==> src/verilog/spcs_cfg.svh <==
`ifndef SPCS_CFG_SVH
`define SPCS_CFG_SVH
`define SPCS_NPORTS        15
`define SPCS_DUAL_SPEED    3
`define SPCS_DIO_BASE      4'h8
`define SPCS_OFF_CTRL      4'h0
`define SPCS_OFF_STAT      4'h1
`define SPCS_B_DISABLE     7
`define SPCS_B_ENABLE      6
`define SPCS_B_SFTX        5
`define SPCS_B_SFRX        4
`define SPCS_B_ADDROFF     3
`define SPCS_B_WIDTH       2
`define SPCS_B_PACE        1
`define SPCS_B_FHD         0
`define SPCS_B_UPDATE      7
`define SPCS_B_NOLINK      6
`define SPCS_B_PROTO       5
`define SPCS_B_SPEED       4
`define SPCS_B_DUPLEX      3
`define SPCS_RST_DISABLE   1'b1
`define SPCS_RST_UPDATE    1'b1
`endif

==> src/verilog/spcs_pkg.sv <==
package spcs_pkg;
	typedef enum logic [2:0] {
		SPCS_EN       = 3'b000,
		SPCS_LINK_SUS = 3'b001,
		SPCS_DUP_SUS  = 3'b010,
		SPCS_MIS_SUS  = 3'b011,
		SPCS_MGMT_DIS = 3'b100,
		SPCS_RSVD     = 3'b101,
		SPCS_DUP_DIS  = 3'b110,
		SPCS_MIS_DIS  = 3'b111
	} spcs_state_t;
	typedef logic [14:0] spcs_pmask_t;
endpackage

==> src/verilog/spcs_top.sv <==
// Summary of operation
// - Transmit store-forward bit blocks cut-through toward port.
// - Receive store-forward bit blocks cut-through from port.
// - Address-off port neither matches nor learns; invalidates.
// - Address-off port reached only by external/flood.
// - All ports address-off: external no-match drops frame.
// - Uplink address-off and unmatched destination drops frame.
// - Width bit selects nibble mode, ports 0-2, 10M.
// - Pacing bit turns transmit pacing on.
// - Force-half-duplex bit actively pulls duplex pin low.
// - Update bit set at reset and pending, cleared done.
// - Update bit maintained only while link is active.
// - Link-down flag reads inverse of link pin.
// - Protocol flag mirrors protocol pin.
// - Speed flag mirrors pin; 10M-only ports read zero.
// - Duplex flag mirrors duplex pin level.
// - Three-bit port state field encodes port condition.
// - Reset puts every port in management-disabled state.
// - Init completion enables management-disabled ports whose disable is clear.
// - Status register is read only.
// - Disable bit latched, set by every reset.
// - Enable write acts only without disable; reads zero.
// - Only enabled state forwards new frames.
// - Link-suspended port re-enables when link returns.
`include "spcs_cfg.svh"
module spcs_top (
	input  wire logic                 ref_clk,
	input  wire logic                 srst,
	input  wire logic                 uplink_strap,
	input  wire logic                 init_done,
	input  wire logic                 dio_wr,
	input  wire logic                 dio_rd,
	input  wire logic [11:0]          dio_addr,
	input  wire logic [7:0]           dio_wdata,
	output logic      [7:0]           dio_rdata,
	output logic                      dio_rvalid,
	input  wire spcs_pkg::spcs_pmask_t port_link_pin,
	input  wire spcs_pkg::spcs_pmask_t port_protocol_pin,
	input  wire spcs_pkg::spcs_pmask_t port_speed_pin,
	input  wire spcs_pkg::spcs_pmask_t port_duplex_pin,
	output spcs_pkg::spcs_pmask_t      port_duplex_out,
	output spcs_pkg::spcs_pmask_t      port_duplex_oe_n,
	output spcs_pkg::spcs_pmask_t      store_forward_tx,
	output spcs_pkg::spcs_pmask_t      store_forward_rx,
	output spcs_pkg::spcs_pmask_t      addr_match_off,
	output spcs_pkg::spcs_pmask_t      tx_pacing_on,
	output spcs_pkg::spcs_pmask_t      force_half_duplex,
	output logic      [2:0]           iface_width_sel,
	output logic      [2:0]           nibble_mode,
	output spcs_pkg::spcs_pmask_t      port_forward_ok,
	output spcs_pkg::spcs_pmask_t      cut_through_tx_ok,
	output spcs_pkg::spcs_pmask_t      cut_through_rx_ok,
	output spcs_pkg::spcs_pmask_t      learn_enable,
	output spcs_pkg::spcs_pmask_t      addr_invalidate,
	input  wire spcs_pkg::spcs_pmask_t addr_dup_evt,
	input  wire spcs_pkg::spcs_pmask_t addr_mis_evt,
	input  wire spcs_pkg::spcs_pmask_t addr_ok_evt,
	input  wire logic                 secure_disable,
	input  wire spcs_pkg::spcs_pmask_t qlen_update_req,
	input  wire spcs_pkg::spcs_pmask_t qlen_update_done,
	input  wire logic                 fwd_req,
	input  wire logic [3:0]           fwd_src,
	input  wire spcs_pkg::spcs_pmask_t int_match_mask,
	input  wire logic                 int_matched,
	input  wire spcs_pkg::spcs_pmask_t external_addr_matcher,
	input  wire logic                 ext_nomatch,
	input  wire spcs_pkg::spcs_pmask_t flood_unknown_fn,
	output logic                      fwd_valid,
	output spcs_pkg::spcs_pmask_t      fwd_mask,
	output logic                      fwd_drop
);
	import spcs_pkg::*;

	// Pins are asynchronous to ref_clk, so each passes two flip-flops.
	spcs_pmask_t link_s1_reg, link_s2_reg, proto_s1_reg, proto_s2_reg;
	spcs_pmask_t speed_s1_reg, speed_s2_reg, dup_s1_reg, dup_s2_reg;
	logic        strap_s1_reg, strap_s2_reg;
	spcs_pmask_t dis_reg, stftx_reg, stfrx_reg, aoff_reg, width_reg, pace_reg, fhd_reg;
	spcs_pmask_t aoff_d_reg, inval_reg, upd_reg;
	spcs_state_t state_reg [`SPCS_NPORTS];
	spcs_pmask_t ctrl_wr, stat_wr, en_st;
	logic [7:0]  rdata_reg;
	logic        rvalid_reg, fvalid_reg, fdrop_reg;
	spcs_pmask_t fmask_reg;

	function automatic logic dio_hit(input logic [11:0] a, input int p, input logic [3:0] off);
		dio_hit = (a[11:8] == `SPCS_DIO_BASE) && (a[7:4] == 4'(p)) && (a[3:0] == off);
	endfunction

	always_ff @(posedge ref_clk) begin
		link_s1_reg  <= port_link_pin;
		link_s2_reg  <= link_s1_reg;
		proto_s1_reg <= port_protocol_pin;
		proto_s2_reg <= proto_s1_reg;
		speed_s1_reg <= port_speed_pin;
		speed_s2_reg <= speed_s1_reg;
		dup_s1_reg   <= port_duplex_pin;
		dup_s2_reg   <= dup_s1_reg;
		strap_s1_reg <= uplink_strap;
		strap_s2_reg <= strap_s1_reg;
	end

	always_comb begin
		for (int p = 0; p < `SPCS_NPORTS; p++) begin
			ctrl_wr[p] = dio_wr && dio_hit(dio_addr, p, `SPCS_OFF_CTRL);
			stat_wr[p] = dio_wr && dio_hit(dio_addr, p, `SPCS_OFF_STAT);
			en_st[p]   = (state_reg[p] == SPCS_EN);
		end
	end

	// Reset values follow the synchronised strap, so the strap must be settled two clocks before srst falls.
	always_ff @(posedge ref_clk) begin
		for (int p = 0; p < `SPCS_NPORTS; p++) begin
			if (srst) begin
				dis_reg[p]   <= `SPCS_RST_DISABLE;
				stftx_reg[p] <= 1'b0;
				stfrx_reg[p] <= ~strap_s2_reg;
				aoff_reg[p]  <= ~strap_s2_reg && (p != 0);
				width_reg[p] <= 1'b0;
				pace_reg[p]  <= 1'b0;
				fhd_reg[p]   <= 1'b0;
			end else if (ctrl_wr[p]) begin
				dis_reg[p]   <= dio_wdata[`SPCS_B_DISABLE];
				stftx_reg[p] <= dio_wdata[`SPCS_B_SFTX];
				stfrx_reg[p] <= dio_wdata[`SPCS_B_SFRX];
				aoff_reg[p]  <= dio_wdata[`SPCS_B_ADDROFF];
				width_reg[p] <= dio_wdata[`SPCS_B_WIDTH] && (p < `SPCS_DUAL_SPEED);
				pace_reg[p]  <= dio_wdata[`SPCS_B_PACE];
				fhd_reg[p]   <= dio_wdata[`SPCS_B_FHD];
			end
		end
	end

	// Port state machine; management writes take priority over hardware events.
	always_ff @(posedge ref_clk) begin
		for (int p = 0; p < `SPCS_NPORTS; p++) begin
			if (srst) begin
				state_reg[p] <= SPCS_MGMT_DIS;
			end else if (ctrl_wr[p] && dio_wdata[`SPCS_B_DISABLE]) begin
				state_reg[p] <= SPCS_MGMT_DIS;
			end else if (ctrl_wr[p] && dio_wdata[`SPCS_B_ENABLE] && state_reg[p] != SPCS_LINK_SUS) begin
				state_reg[p] <= SPCS_EN;
			end else if (init_done && !dis_reg[p] && state_reg[p] == SPCS_MGMT_DIS) begin
				state_reg[p] <= SPCS_EN;
			end else begin
				case (state_reg[p])
					SPCS_EN: begin
						if (!link_s2_reg[p]) begin
							state_reg[p] <= SPCS_LINK_SUS;
						end else if (addr_dup_evt[p]) begin
							state_reg[p] <= secure_disable ? SPCS_DUP_DIS : SPCS_DUP_SUS;
						end else if (addr_mis_evt[p] && p != 0) begin
							state_reg[p] <= secure_disable ? SPCS_MIS_DIS : SPCS_MIS_SUS;
						end
					end
					SPCS_LINK_SUS: begin
						if (link_s2_reg[p]) begin
							state_reg[p] <= SPCS_EN;
						end
					end
					SPCS_DUP_SUS, SPCS_MIS_SUS: begin
						if (addr_ok_evt[p]) begin
							state_reg[p] <= SPCS_EN;
						end
					end
					SPCS_RSVD: begin
						state_reg[p] <= SPCS_MGMT_DIS;
					end
					default: begin
						state_reg[p] <= state_reg[p];
					end
				endcase
			end
		end
	end

	// A new request in the same cycle as completion keeps the bit pending.
	always_ff @(posedge ref_clk) begin
		for (int p = 0; p < `SPCS_NPORTS; p++) begin
			if (srst) begin
				upd_reg[p] <= `SPCS_RST_UPDATE;
			end else if (link_s2_reg[p]) begin
				if (qlen_update_req[p]) begin
					upd_reg[p] <= 1'b1;
				end else if (qlen_update_done[p]) begin
					upd_reg[p] <= 1'b0;
				end
			end
		end
	end

	always_ff @(posedge ref_clk) begin
		if (srst) begin
			// Tracking through reset keeps the reset value of address-off from raising a false invalidate.
			aoff_d_reg <= aoff_reg;
			inval_reg  <= '0;
		end else begin
			aoff_d_reg <= aoff_reg;
			inval_reg  <= aoff_reg & ~aoff_d_reg;
		end
	end

	always_ff @(posedge ref_clk) begin
		if (srst) begin
			rdata_reg  <= 8'h00;
			rvalid_reg <= 1'b0;
		end else begin
			rvalid_reg <= dio_rd;
			rdata_reg  <= 8'h00;
			for (int p = 0; p < `SPCS_NPORTS; p++) begin
				if (dio_rd && dio_hit(dio_addr, p, `SPCS_OFF_CTRL)) begin
					rdata_reg <= {dis_reg[p], 1'b0, stftx_reg[p], stfrx_reg[p],
						aoff_reg[p], width_reg[p], pace_reg[p], fhd_reg[p]};
				end else if (dio_rd && dio_hit(dio_addr, p, `SPCS_OFF_STAT)) begin
					rdata_reg <= {upd_reg[p], ~link_s2_reg[p], proto_s2_reg[p],
						speed_s2_reg[p] && (p < `SPCS_DUAL_SPEED), dup_s2_reg[p], state_reg[p]};
				end
			end
		end
	end

	// Internal matches toward address-off ports are masked; external and flood selections pass.
	always_ff @(posedge ref_clk) begin
		if (srst) begin
			fvalid_reg <= 1'b0;
			fmask_reg  <= '0;
			fdrop_reg  <= 1'b0;
		end else begin
			fvalid_reg <= fwd_req;
			if (fwd_req) begin
				if ((&aoff_reg && ext_nomatch) || (aoff_reg[0] && !int_matched)
					|| fwd_src >= 4'(`SPCS_NPORTS) || !en_st[fwd_src]) begin
					fdrop_reg <= 1'b1;
					fmask_reg <= '0;
				end else begin
					fdrop_reg <= 1'b0;
					fmask_reg <= ((int_match_mask & ~aoff_reg) | external_addr_matcher
						| flood_unknown_fn) & en_st;
				end
			end
		end
	end

	assign dio_rdata         = rdata_reg;
	assign dio_rvalid        = rvalid_reg;
	assign port_duplex_out   = '0;
	assign port_duplex_oe_n  = ~fhd_reg;
	assign store_forward_tx  = stftx_reg;
	assign store_forward_rx  = stfrx_reg;
	assign addr_match_off    = aoff_reg;
	assign tx_pacing_on      = pace_reg;
	assign force_half_duplex = fhd_reg;
	assign iface_width_sel   = width_reg[2:0];
	assign nibble_mode       = width_reg[2:0] & ~speed_s2_reg[2:0];
	assign port_forward_ok   = en_st;
	assign cut_through_tx_ok = en_st & ~stftx_reg;
	assign cut_through_rx_ok = en_st & ~stfrx_reg;
	assign learn_enable      = en_st & ~aoff_reg;
	assign addr_invalidate   = inval_reg;
	assign fwd_valid         = fvalid_reg;
	assign fwd_mask          = fmask_reg;
	assign fwd_drop          = fdrop_reg;

	// Per-port checks share one clock and reset.
	for (genvar g = 0; g < `SPCS_NPORTS; g++) begin : g_chk
		property p_rst_state;
			@(posedge ref_clk) srst |=> state_reg[g] == SPCS_MGMT_DIS && dis_reg[g];
		endproperty
		a_rst_state: assert property (p_rst_state) else $error("reset did not disable port");
		property p_stat_ro;
			@(posedge ref_clk) disable iff (srst) stat_wr[g] |=> $stable(dis_reg[g]) && $stable(aoff_reg[g]);
		endproperty
		a_stat_ro: assert property (p_stat_ro) else $error("status write changed control");
		property p_nolink;
			@(posedge ref_clk) disable iff (srst)
				dio_rd && dio_hit(dio_addr, g, `SPCS_OFF_STAT) |=> dio_rdata[6] == !$past(link_s2_reg[g]);
		endproperty
		a_nolink: assert property (p_nolink) else $error("link-down flag wrong");
		property p_en_zero;
			@(posedge ref_clk) disable iff (srst)
				dio_rd && dio_hit(dio_addr, g, `SPCS_OFF_CTRL) |=> !dio_rdata[6];
		endproperty
		a_en_zero: assert property (p_en_zero) else $error("enable bit read nonzero");
		property p_init;
			@(posedge ref_clk) disable iff (srst)
				init_done && !dis_reg[g] && state_reg[g] == SPCS_MGMT_DIS && !ctrl_wr[g] |=> en_st[g];
		endproperty
		a_init: assert property (p_init) else $error("init did not enable port");
		property p_link_back;
			@(posedge ref_clk) disable iff (srst)
				state_reg[g] == SPCS_LINK_SUS && link_s2_reg[g] && !ctrl_wr[g] |=> en_st[g];
		endproperty
		a_link_back: assert property (p_link_back) else $error("port not re-enabled");
		property p_pull;
			@(posedge ref_clk) disable iff (srst) fhd_reg[g] |-> !port_duplex_oe_n[g] && !port_duplex_out[g];
		endproperty
		a_pull: assert property (p_pull) else $error("duplex pin not pulled low");
		property p_block;
			@(posedge ref_clk) disable iff (srst)
				!en_st[g] |-> !cut_through_tx_ok[g] && !learn_enable[g] && !port_forward_ok[g];
		endproperty
		a_block: assert property (p_block) else $error("non-enabled port forwards");
		property p_upd;
			@(posedge ref_clk) disable iff (srst) link_s2_reg[g] && qlen_update_req[g] |=> upd_reg[g];
		endproperty
		a_upd: assert property (p_upd) else $error("update pending lost");
		property p_upd_frozen;
			@(posedge ref_clk) disable iff (srst) !link_s2_reg[g] |=> $stable(upd_reg[g]);
		endproperty
		a_upd_frozen: assert property (p_upd_frozen) else $error("update bit changed without link");
	end

	property p_uplink_drop;
		@(posedge ref_clk) disable iff (srst) fwd_req && aoff_reg[0] && !int_matched |=> fwd_drop && fwd_valid;
	endproperty
	a_uplink_drop: assert property (p_uplink_drop) else $error("unmatched uplink frame kept");
	property p_all_off_drop;
		@(posedge ref_clk) disable iff (srst) fwd_req && &aoff_reg && ext_nomatch |=> fwd_drop && fwd_valid;
	endproperty
	a_all_off_drop: assert property (p_all_off_drop) else $error("external no-match frame kept");
	property p_uplink_no_mis;
		@(posedge ref_clk) disable iff (srst) state_reg[0] != SPCS_MIS_SUS && state_reg[0] != SPCS_MIS_DIS;
	endproperty
	a_uplink_no_mis: assert property (p_uplink_no_mis) else $error("uplink entered mismatch state");

	property p_c_init;
		@(posedge ref_clk) disable iff (srst) init_done ##1 en_st[1];
	endproperty
	c_init: cover property (p_c_init);
	property p_c_susp;
		@(posedge ref_clk) disable iff (srst) state_reg[1] == SPCS_LINK_SUS ##[1:20] en_st[1];
	endproperty
	c_susp: cover property (p_c_susp);
	property p_c_drop;
		@(posedge ref_clk) disable iff (srst) fwd_valid && fwd_drop;
	endproperty
	c_drop: cover property (p_c_drop);
	property p_c_mis;
		@(posedge ref_clk) disable iff (srst) addr_mis_evt[3] ##1 state_reg[3] == SPCS_MIS_DIS;
	endproperty
	c_mis: cover property (p_c_mis);
endmodule

==> config.mk <==
export PLATFORM = sky130hd
export DESIGN_NAME = spcs_top
export DESIGN_NICKNAME = d
export VERILOG_FILES = /design/src/verilog/spcs_pkg.sv /design/src/verilog/spcs_top.sv
export VERILOG_INCLUDE_DIRS = /design/src /design/src/verilog
export SDC_FILE = /design/constraint.sdc
export NUM_CORES = 1
export LEC_CHECK = 0
export BUFFER_PORTS_ARGS = -buffer_cell sky130_fd_sc_hd__buf_4
export CORE_MARGIN = 10
export CORE_UTILIZATION = 50
export CTS_BUF_LIST = sky130_fd_sc_hd__clkbuf_16
export DETAILED_ROUTE_END_ITERATION = 10
export PLACE_DENSITY = 0.87
export SLEW_MARGIN = 20
export SYNTH_ARGS = -nofsm -noshare
export SYNTH_HDL_FRONTEND = slang
export SYNTH_SLANG_ARGS = --single-unit
==> constraint.sdc <==
create_clock -name ref_clk -period 7 [get_ports ref_clk]
set_input_delay 0.35 -clock ref_clk [delete_from_list [all_inputs] [get_ports ref_clk]]
set_output_delay 0.35 -clock ref_clk [all_outputs]
set_load 0.05 [all_outputs]
# After elaboration in Yosys (flattened, before gate mapping)
# Memory sizes are Yosys's and may differ from the RTL's.
# Index checks and enable logic that the tools add are counted.
# classes
magnitude_cmp	2
eq_ne	106
bitwise_logic	180
n_reduce_logical	281
mux	1196
# ops
op	count
2-to-1 mux 1 bit	1013
2-to-1 mux 3 bit	151
2-to-1 mux 8 bit	30
logical AND 1 bit	167
bitwise OR 1 bit	149
bitwise AND 15 bit	6
equality test 3 x 2 -> 1 bit (second input constant)	30
equality test 3 bit (second input constant)	30
inverter 15 bit	5
OR reduction 5 bit	15
nonzero test 2 bit	30
equality test 3 x 1 -> 1 bit (second input constant)	15
zero test 3 bit	15
!= test 3 x 1 -> 1 bit (second input constant)	15
equality test 4 bit (second input constant)	8
OR reduction 2 bit	16
bitwise OR 15 bit	2
AND reduction 2 bit	15
zero test 1 bit	17
equality test 4 x 3 -> 1 bit (second input constant)	4
inverter 1 bit	16
2-to-1 mux 15 bit	1
AND reduction 15 bit	1
equality test 4 x 1 -> 1 bit (second input constant)	2
8 further kinds	12
# word_totals
memories	1
ram_bits	45
reg_bits	262
input_bits	214
out_inout_bits	212
elab_cells	1893
# mem_list
memory	words	word_bits	read_ports	rd_clocked_by_memory_dff	write_ports	line_no	text
state_reg	15	3	15	0	15	spcs_top.sv:80	spcs_state_t state_reg [`SPCS_NPORTS];

# Logic depth before layout (Yosys ltp)
# Gate-level depths: netlist of the first run.
# depth
ltp_word	34
ltp_mapped	11
mapped_depth_nobuf	8

# Worst setup path before layout of the first run
# OpenSTA, ideal clock, no wires.
# synth_path
path_kind	register to register
startpoint	memory state_reg[1][13] in the netlist's numbering
endpoint	register fmask_reg[0] (netlist: fwd_mask[0])
path_buffers	2
setup_time_ns	0.074
slack_ns	4.386
arrival_time_ns	2.540
stages_incl_launch_ff	10
period_less_slack_ns	2.614
required_ns	6.926
cell_sequence	edfxtp_1 > or3_1 > clkbuf_1 > inv_1 > o21ai_0 > mux4_2 > mux2i_1 > nand3_1 > clkbuf_1 > o21ai_0
# synth_lines
item	line_no	text
from (decl)	spcs_top.sv:80	
to (signal assigned)	spcs_top.sv:237	fmask_reg <= ((int_match_mask & ~aoff_reg) | external_addr_matcher
to (decl)	spcs_top.sv:84	spcs_pmask_t fmask_reg;

==> impl_metrics.csv, run 1 <==
group,metric,value,unit
cts,cts_resized,0,
grt,grt_util_all_layers,0.351,
setup_path,worst-endpoint-required,7.46,ns
floorplanning,chipWidth,188,um
pwr,power.share.clock,0.380,
timing,worst_slack,3.85,ns
layout,regArea,6890,sq um
cts,cts_tree,"yes",
floorplanning,die-area,35400,sq um
setup_path,r2r_setup_slack,3.85,ns
cts,clock_path_buffers,3,
floorplanning,i_o_pin_total,426,
pwr,power_report.internal_total,3.01,mW
yosys,postSynth.asyncResetShare,0,
yosys,synthDominantCellAreaShare,0.330,
route,drtIter0Drc,2097,
layout,largest_reg_flops,45,
cts,buffer_count_from_post_cts_setup_fixing,0,
timing,slew_viol_final,0,
run,drv.max_cap_violation_count,0,
timing,final.min_clock_period,3.15,ns
pwr,comb_power_share,0.143,
setup_path,worstReg2RegStart,"state_reg[1][10]",
yosys,postSynthAreaPerCell,9.22,sq um
route,via_count,15000,
pwr,total_power,4.17,mW
timing,final_setup_violations,0,
pwr,power.density,222,nW/um^2
yosys,netlist_top_cells_area,"sky130_fd_sc_hd__dfxtp_1, sky130_fd_sc_hd__edfxtp_1, sky130_fd_sc_hd__nor2_1, sky130_fd_sc_hd__a21oi_1, sky130_fd_sc_hd__nand2_1",
yosys,post_synthesis_sequential_area_ratio,0.487,
yosys,ys_ff_latch,307,
layout,most_frequent_standard_cell_in_the_layout_excluding_fill_and_tap_cells,"sky130_fd_sc_hd__buf_4",
timing,grt_setup_unrepaired,"no",
setup_path,worst_setup_path_end_kind,"flop",
layout,multi_input_comb_area,6600,sq um
placed_design,portBuffers,397,
layout,final_layout_size_suffix_gt1_frac,0.260,
layout,nNetsFinal,2159,
placed_design,detailed_place_hpwl,48.9,mm
run_status,run_status,"completed",
route,wire_per_inst,28.2,um
grt,grt_first_pass_wirelength,95.8,mm
route,viasPerCell,6.40,
yosys,synthesis.yosys.warnings,0,
yosys,synth_top_flop_cell,"sky130_fd_sc_hd__dfxtp_1",
pwr,p_leak,7.78,nW
yosys,synth-edff-count,74,
timing,setup_total_negative_slack,0,ns
grt,grt_antenna_before_repair,0,
route,drt_wl_total,66.3,mm
timing,post-route-period-util,0.449,
grt,via_count_of_the_first_global_routing_pass,14500,
pwr,register_share_of_total_power,0.477,
setup_path,ff2ff_path_depth,7,
setup_path,critical_path.reg2reg.endpoint,"fwd_mask[5]",
yosys,post_synth_instance_area,14100,sq um
floorplanning,num_rows,61,
cts,cts_hold_repair.buffers,51,
min_path,hold_path_class,"in -> reg",
timing,worst-slew-pin-transition,1.10,ns
placed_design,gp_routability_congestion,0.985,
layout,most-common-layout-cells,"sky130_fd_sc_hd__buf_4, sky130_fd_sc_hd__dfxtp_1, sky130_fd_sc_hd__nor2_1",
cts,numClockSinks,307,
floorplanning,core,27900,sq um
timing,rel_slew_slack,0.262,
pwr,vdd.ir_drop.worst,194,uV
cts,tritoncts.num_buffers,30,
floorplanning,floorplan.initialDensity,0.508,
route,postRouteAntennaNets,0,
setup_path,crit_type,"reg -> reg",
grt,maximum_number_of_pins_on_one_net_before_global_route_repair,58,
pwr,power.switching,1.16,mW
grt,gr-total-overflow,0,
placed_design,dp_slack,3.49,ns
route,drcViolationCount,0,
layout,relative_area_change_from_synthesis_to_final_layout,32.7,%
timing,clock_skew,0.0209,ns
setup_path,worst_setup_endpoint,"fwd_mask[5]",
yosys,synthDistinctLibCells,88,
setup_path,crit_path_start_kind,"flop",
yosys,synthesis.instances,1534,
timing,max_clock_freq,0.318,GHz
setup_path,critical_path_startpoint,"state_reg[1][10]",
cts,cts_max_level,1,
cts,clkTransAtPathRegs,0.06,ns
cts,clock_tree.root_cell,"sky130_fd_sc_hd__clkbuf_16",
route,drt_pre_antenna_iters,6,
timing,hold_violations,0,
yosys,synth_largest_area_cell,"sky130_fd_sc_hd__dfxtp_1",
pwr,switching_share,0.279,
cts,clock_insertion_delay_worst_skew,0.58,ns
floorplanning,dieHeight,188,um
layout,layout.filler_cells,2139,
setup_path,path_max_fanout,15,
setup_path,worst_ep_arrival_time,3.61,ns
==> synth_stat cells (20+ instances only) <==
cell type                  instances
sky130_fd_sc_hd__a21oi_1         108
sky130_fd_sc_hd__clkbuf_1         54
sky130_fd_sc_hd__dfxtp_1         233
sky130_fd_sc_hd__edfxtp_1         74
sky130_fd_sc_hd__inv_1            67
sky130_fd_sc_hd__mux2i_1          37
sky130_fd_sc_hd__nand2_1         140
sky130_fd_sc_hd__nand2b_1         25
sky130_fd_sc_hd__nand3_1          46
sky130_fd_sc_hd__nor2_1          145
sky130_fd_sc_hd__nor2b_1          36
sky130_fd_sc_hd__nor3_1           30
sky130_fd_sc_hd__o21ai_0          80
sky130_fd_sc_hd__o31ai_1          20
sky130_fd_sc_hd__or3_1            25
==> power groups by stage <==
stage | Clock (mW) | Sequential [mW] | Combinational, mW
4_1_cts | 1.58 | 1.99 | 0.581
3_3_place_gp | 0 | 2.02 | 0.545
3_5_place_dp | 0 | 2.02 | 0.555
6_report | 1.58 | 1.99 | 0.596
5_1_grt | 1.66 | 1.99 | 0.619
2_1_floorplan | 0 | 2.04 | 0.274
==> critical path, cell delays in order (launching register included) <==
cell and delay, ns:
sky130_fd_sc_hd__edfxtp_1 0.46, sky130_fd_sc_hd__or3_1 0.51, sky130_fd_sc_hd__inv_1 0.35, sky130_fd_sc_hd__a21oi_1 0.12, sky130_fd_sc_hd__mux4_2 0.50, sky130_fd_sc_hd__mux2i_1 0.19
sky130_fd_sc_hd__nand3_1 0.49, sky130_fd_sc_hd__o31ai_1 0.41
==> kinds of logic after synthesis <==
family / count (synthesis) / synth area share
XOR/XNOR: 1 / 0.000619
AO/OA/AOI/OAI: 427 / 0.204
other: 1 / 0.000265
flip-flops: 307 / 0.487
multiplexers: 44 / 0.0349
AND/OR/NAND/NOR: 589 / 0.223
buffers and inverters: 165 / 0.0508
==> layout make-up <==
type / count / share of cell area
diodes: 1 / 0.000133
clock buffers: 32 / 0.0427
clock inverters: 24 / 0.00827
inverters: 68 / 0.0136
multi-input cells: 1076 / 0.352
flip-flops and latches: 307 / 0.367
well taps: 378 / 0.0252
repair buffers: 462 / 0.192
==> routing by layer <==
metal | global-route usage | vias up | share of wire
met2 | 0.558 | 1192 | 0.45
met1 | 0.451 | 7155 | 0.38
met5 | 0 | - | 0
met4 | 0.152 | 0 | 0.049
li1 | - | 6473 | -
met3 | 0.0740 | 198 | 0.12
==> through the flow <==
stage               hold WS (ns)  utilization  cells  instance area [sq um]
finish                  0.000168        0.674   2348                  18800
global route             0.00881        0.674   2347                  18800
CTS                     0.000826        0.674   2347                  18800
detailed placement         0.312        0.621   2240                  17300
global placement           0.310        0.621   2240                  17300
floorplan                  0.310            -   1548                  14200
==> how the worst min path moves through the flow <==
| stage | start | to | slack (ns) | cells after the start |
|---|---|---|---|---|
| 2_1_floorplan | dup_s1_reg[0] | dup_s2_reg[0] | 0.31 | 0 |
| 3_3_place_gp | dup_s1_reg[10] | dup_s2_reg[10] | 0.31 | 0 |
| 3_5_place_dp | dup_s1_reg[6] | dup_s2_reg[6] | 0.31 | 0 |
| 4_1_cts | qlen_update_req[14] | upd_reg[14] | 0.0008 | 2 |
| 5_1_grt | qlen_update_req[10] | upd_reg[10] | 0.009 | 2 |
| 6_report | qlen_update_req[8] | upd_reg[8] | 0.0002 | 2 |
Power figures use the tool's default switching activity.
==> inputs of run 2 (changes only) <==
- CORE_UTILIZATION: 50 -> 47
- PLACE_DENSITY: 0.87 -> 0.86
- clock period: 7 -> 2.6 ns (I/O delays scaled with it)
==> run 2 against run 1 <==
Against the previous run: the run now ends with negative hold slack left; die area is 5.7% higher; wire length is 15% higher; clock skew is 0.0057 ns lower; design area is 11% higher; critical path type is now in -> reg; setup slack worse by 3.8 ns; via count is 8.7% higher.
==> impl_metrics.csv, run 2 (same netlist as run 1, synthesis figures left out) <==
group,metric,value,unit
placed_design,detailed_place_hpwl,56.1,mm
layout,largest_reg_flops,45,
cts,clock_path_buffers,3,
grt,grt_antenna_before_repair,3,
run_status,violations,"negative hold slack",
setup_path,critical_path.reg2reg.endpoint,"fwd_mask[6]",
setup_path,ff2ff_path_depth,8,
timing,max_clock_freq,0.389,GHz
cts,cts_tree,"yes",
pwr,register_share_of_total_power,0.451,
cts,tritoncts.num_buffers,34,
layout,layout.filler_cells,2123,
layout,fin_util,0.705,
grt,maximum_number_of_pins_on_one_net_before_global_route_repair,52,
cts,numClockSinks,307,
run,drv.max_cap_violation_count,0,
setup_path,worst_setup_path_end_kind,"flop",
min_path,hold_path_class,"in -> reg",
setup_path,worst_ep_arrival_time,3.03,ns
timing,slew_viol_final,0,
layout,multi_input_comb_area,6630,sq um
timing,grt_setup_unrepaired,"no",
pwr,power.density,565,nW/um^2
cts,buffer_count_from_post_cts_setup_fixing,0,
timing,hold_slack,-0.00620,ns
timing,final.min_clock_period,2.57,ns
pwr,p_leak,8.92,nW
layout,most_frequent_standard_cell_in_the_layout_excluding_fill_and_tap_cells,"sky130_fd_sc_hd__buf_4",
pwr,power.share.clock,0.387,
floorplanning,floorplan.initialDensity,0.477,
route,postRouteAntennaNets,0,
cts,clock_insertion_delay_worst_skew,0.53,ns
cts,cts_max_level,2,
pwr,switching_share,0.287,
grt,gr-total-overflow,0,
route,drcViolationCount,0,
layout,fin_cells,2599,
run_status,run_status,"finished with violations",
layout,final_layout_size_suffix_gt1_frac,0.310,
layout,regArea,6890,sq um
floorplanning,i_o_pin_total,426,
grt,grt_first_pass_wirelength,110,mm
pwr,power.switching,3.39,mW
route,drtIter0Drc,2093,
floorplanning,die-area,37400,sq um
floorplanning,chipWidth,194,um
timing,clock_skew,0.0152,ns
placed_design,gp_routability_congestion,1.04,
route,wire_per_inst,29.2,um
setup_path,crit_path_start_kind,"primary input",
placed_design,placed_cells_incl_taps,2417,
min_path,hold_end,"state_reg[1][6]",
placed_design,portBuffers,397,
grt,via_count_of_the_first_global_routing_pass,16400,
timing,final_setup_violations,0,
layout,nNetsFinal,2396,
timing,worst-slew-pin-transition,1.06,ns
pwr,power_report.internal_total,8.42,mW
route,drt_pre_antenna_iters,6,
route,via_count,16300,
pwr,vdd.ir_drop.worst,565,uV
min_path,worst_hold_startpoint,"addr_mis_evt[10]",
layout,most-common-layout-cells,"sky130_fd_sc_hd__buf_4, sky130_fd_sc_hd__dfxtp_1, sky130_fd_sc_hd__nor2_1",
floorplanning,core,29600,sq um
route,viasPerCell,6.28,
layout,relative_area_change_from_synthesis_to_final_layout,47.7,%
cts,clock_tree.root_cell,"sky130_fd_sc_hd__clkbuf_16",
setup_path,path_max_fanout,4,
timing,post-route-period-util,0.988,
timing,rel_slew_slack,0.293,
timing,hold_violations,1,
pwr,comb_power_share,0.161,
min_path,worst_hold_path.num_cells,3,
floorplanning,dieHeight,194,um
setup_path,worst-endpoint-required,3.06,ns
grt,grt_util_all_layers,0.382,
setup_path,r2r_setup_slack,0.12,ns
cts,clkTransAtPathRegs,0.06,ns
floorplanning,num_rows,63,
route,drt_wl_total,75.9,mm
setup_path,worstReg2RegStart,"state_reg[1][20]",
setup_path,crit_type,"in -> reg",
[run 2: cell type report]
cell class              instances  area share
clock inverters                27     0.00784
well taps                     390      0.0233
flip-flops and latches        307       0.329
clock buffers                  35      0.0419
repair buffers                695       0.268
multi-input cells            1076       0.317
diodes                          1    0.000120
inverters                      68      0.0122
[run 2: metrics by stage]
step           power [mW]  setup WS (ns)  hold slack (ns)  TNS, ns  instance area, sq um
2_1_floorplan        6.23         0.0362            0.158        0                 14200
3_3_place_gp         7.06        -0.0161            0.234  -0.0161                 18600
3_5_place_dp         7.10        -0.0941            0.235   -0.415                 18600
4_1_cts              11.7         0.0332         0.000342        0                 20900
5_1_grt              12.1         0.0191           0.0163        0                 20900
6_report             11.8         0.0320         -0.00620        0                 20900
[run 2: per-layer routing]
layer  wire (um)  share of wire  track usage
met1       28600           0.38        0.478
met2       34200           0.45        0.606
met3        9110           0.12       0.0991
met4        3980          0.052        0.174
met5          10        0.00013            0
[run 2: power by group through the flow]
stage	clock network [mW]	logic (mW)	registers, mW
2_1_floorplan	0	0.737	5.49
3_3_place_gp	0	1.65	5.41
3_5_place_dp	0	1.68	5.42
4_1_cts	4.55	1.83	5.31
5_1_grt	4.76	1.97	5.34
6_report	4.57	1.91	5.33
[run 2: critical path, stage by stage]
cell                            delay [ns]
sky130_fd_sc_hd__dlygate4sd3_1        0.54
sky130_fd_sc_hd__buf_4                0.12
sky130_fd_sc_hd__or4b_1               0.51
sky130_fd_sc_hd__nor2_1               0.29
sky130_fd_sc_hd__buf_4                0.21
sky130_fd_sc_hd__nand4_1              0.09
sky130_fd_sc_hd__and4_1               0.21
sky130_fd_sc_hd__a221o_1              0.38
sky130_fd_sc_hd__a31oi_1              0.36
sky130_fd_sc_hd__o21a_1               0.19
[run 2: worst max-delay path by stage]
stage,slack [ns],to,startpoint,cells after the start
after floorplan,0.04,fwd_mask[0],state_reg[1][10],8
after global placement,-0.02,dio_rdata[7],dio_addr[9],9
after detailed placement,-0.09,state_reg[0][22],dio_addr[9],10
after CTS,0.03,fwd_mask[12],state_reg[1][20],8
after global routing,0.02,dio_rdata[3],dio_rd,11
final,0.03,dio_rdata[7],dio_rd,10
[run 2: repair_timing]
| item | 4_1_cts | 5_1_grt |
|---|---|---|
| hold buffers | 119 | 0 |
| endpoints found under the setup margin | 0 | 8 |
| endpoints found under the hold margin | 89 | 0 |
| gates resized for setup | 0 | 7 |
==> inputs of run 3 (changes only) <==
- CELL_PAD_IN_SITES_DETAIL_PLACEMENT: not set -> 0
- CELL_PAD_IN_SITES_GLOBAL_PLACEMENT: not set -> 1
- CORE_UTILIZATION: 47 -> 35
- SKIP_CTS_REPAIR_TIMING: not set -> 1
==> run 3 against run 2 <==
Against the previous run: combinational power about the same; final cell count increased by 6.7%; the flow still finishes with violations (negative hold slack); highest routed layer is now met4; hold slack worse by 0.029 ns; clock power is 12% higher; via count decreased by 3.7%.
==> impl_metrics.csv, run 3 (same netlist as run 1, synthesis figures left out) <==
group,metric,value,unit
grt,maximum_number_of_pins_on_one_net_before_global_route_repair,39,
timing,worst-slew-pin-transition,0.733,ns
route,met3_wirelength,6.61,mm
run,drv.max_cap_violation_count,0,
route,drcViolationCount,0,
layout,most_frequent_standard_cell_in_the_layout_excluding_fill_and_tap_cells,"sky130_fd_sc_hd__buf_4",
min_path,hold_path_class,"in -> reg",
timing,slew_viol_final,0,
pwr,total_power,12.3,mW
pwr,p_leak,9.13,nW
placed_design,detailed_place_hpwl,57.9,mm
layout,final_layout_size_suffix_gt1_frac,0.321,
placed_design,portBuffers,397,
cts,clock_insertion_delay_worst_skew,0.56,ns
route,met1_length,31.4,mm
layout,most-common-layout-cells,"sky130_fd_sc_hd__buf_4, sky130_fd_sc_hd__dfxtp_1, sky130_fd_sc_hd__nor2_1",
floorplanning,core,39800,sq um
pwr,power.density,574,nW/um^2
timing,clock_skew,0.0248,ns
cts,clock_path_buffers,3,
floorplanning,die-area,48900,sq um
floorplanning,chipWidth,221,um
layout,nNetsFinal,2435,
setup_path,worst-endpoint-required,3.05,ns
route,viasPerCell,5.67,
floorplanning,num_rows,73,
timing,hold_slack,-0.0352,ns
route,postRouteAntennaNets,0,
cts,tritoncts.num_buffers,35,
route,highest-signal-layer,"met4",
cts,cts_max_level,2,
route,drt_wl_total,74.0,mm
timing,max_clock_freq,0.400,GHz
placed_design,dp_slack,-0.0727,ns
grt,gr-total-overflow,0,
setup_path,crit_path_start_kind,"flop",
timing,grt_setup_unrepaired,"no",
grt,grt_util_all_layers,0.281,
route,wire_per_inst,26.7,um
setup_path,path_max_fanout,15,
route,drtIter0Drc,1638,
timing,worst_slack,0.0969,ns
run_status,violations,"negative hold slack",
timing,rel_slew_slack,0.511,
route,dr_wl_met2,34.0,mm
setup_path,worst_setup_path_end_kind,"flop",
floorplanning,i_o_pin_total,426,
setup_path,worst_ep_arrival_time,2.95,ns
cts,numClockSinks,307,
timing,final.min_clock_period,2.50,ns
grt,via_count_of_the_first_global_routing_pass,14800,
route,via_count,15700,
setup_path,critical-path-max-stage-delay,0.52,ns
setup_path,crit_family,"simple AND/OR/NAND/NOR gates",
setup_path,critical_path.cell_chain,"or3_1 -> nor2_1 -> a21oi_1 -> mux4_2 -> mux2i_2 -> nand3_1 -> buf_4 -> o31ai_1",
grt,grt_first_pass_wirelength,104,mm
cts,cts_tree,"yes",
cts,clock_tree.root_cell,"sky130_fd_sc_hd__clkbuf_16",
cts,clkTransAtPathRegs,0.06,ns
route,drt_pre_antenna_iters,6,
timing,hold_violations,11,
placed_design,gp_routability_congestion,1.01,
floorplanning,floorplan.initialDensity,0.355,
timing,final_setup_violations,0,
pwr,vdd.ir_drop.worst,396,uV
setup_path,critical_path.n_buffers_inverters,1,
timing,post-route-period-util,0.963,
run_status,run_status,"finished with violations",
floorplanning,dieHeight,221,um
layout,relative_area_change_from_synthesis_to_final_layout,51.6,%
setup_path,crit_type,"reg -> reg",
grt,grt_antenna_before_repair,1,
layout,largest_reg_flops,45,
setup_path,worst_path_max_delay_cell,"sky130_fd_sc_hd__mux4_2",
[run 3: cell types whose count changed in the layout (fill, tap and decap cells not counted), sizes merged]
cell         before  now
bufinv            1    4
buf             576  607
dlygate4sd3     119  126
clkinv           13   12
clkbuf           35   38
inv              81   77
clkinvlp          0    1
[run 3: final cells by class]
class	count	area, sq um
flip-flops and latches	307	6890
diodes	1	2.50
clock inverters	26	236
well taps	525	657
multi-input cells	1076	6610
inverters	68	255
repair buffers	733	5860
clock buffers	38	951
fillers	3642	18400
[run 3: metrics by stage]
step / setup TNS [ns] / instance area [sq um] / utilization / std cells
global placement: -0.0814 / 19000 / 0.477 / 2583
floorplan: 0 / 14200 / - / 1548
finish: 0 / 21500 / 0.539 / 2774
detailed placement: -0.632 / 19000 / 0.477 / 2583
global route: 0 / 21500 / 0.539 / 2774
CTS: 0 / 20200 / 0.507 / 2647
[run 3: final timing paths]
check	cells past startpoint	endpoint	startpoint	slack, ns
setup / recovery	8	fwd_mask[10]	state_reg[1][6]	0.1
hold / removal	3	state_reg[0][18]	addr_mis_evt[6]	-0.04
setup reg to reg	8	fwd_mask[10]	state_reg[1][6]	0.1
hold reg to reg	0	dup_s2_reg[8]	dup_s1_reg[8]	0.32
[run 3: tightest hold or removal path, delay by kind of cell]
family	cells	cell delay [ns]
compound gates	1	0.13
buf+inv	1	0.08
simple gates	1	0.05
[run 3: report_power, final]
part / total (mW) / switching, mW / internal, mW / leakage (nW)
Clock: 5.10 / 2.05 / 3.05 / 0.608
Combinational: 1.90 / 1.13 / 0.761 / 5.87
Sequential: 5.32 / 0.204 / 5.12 / 2.65
[run 3: per-layer routing]
metal  vias up  track usage
li1       7023            -
met1      7651        0.378
met2       931        0.446
met3       111       0.0580
met4         0       0.0841
met5         -            0
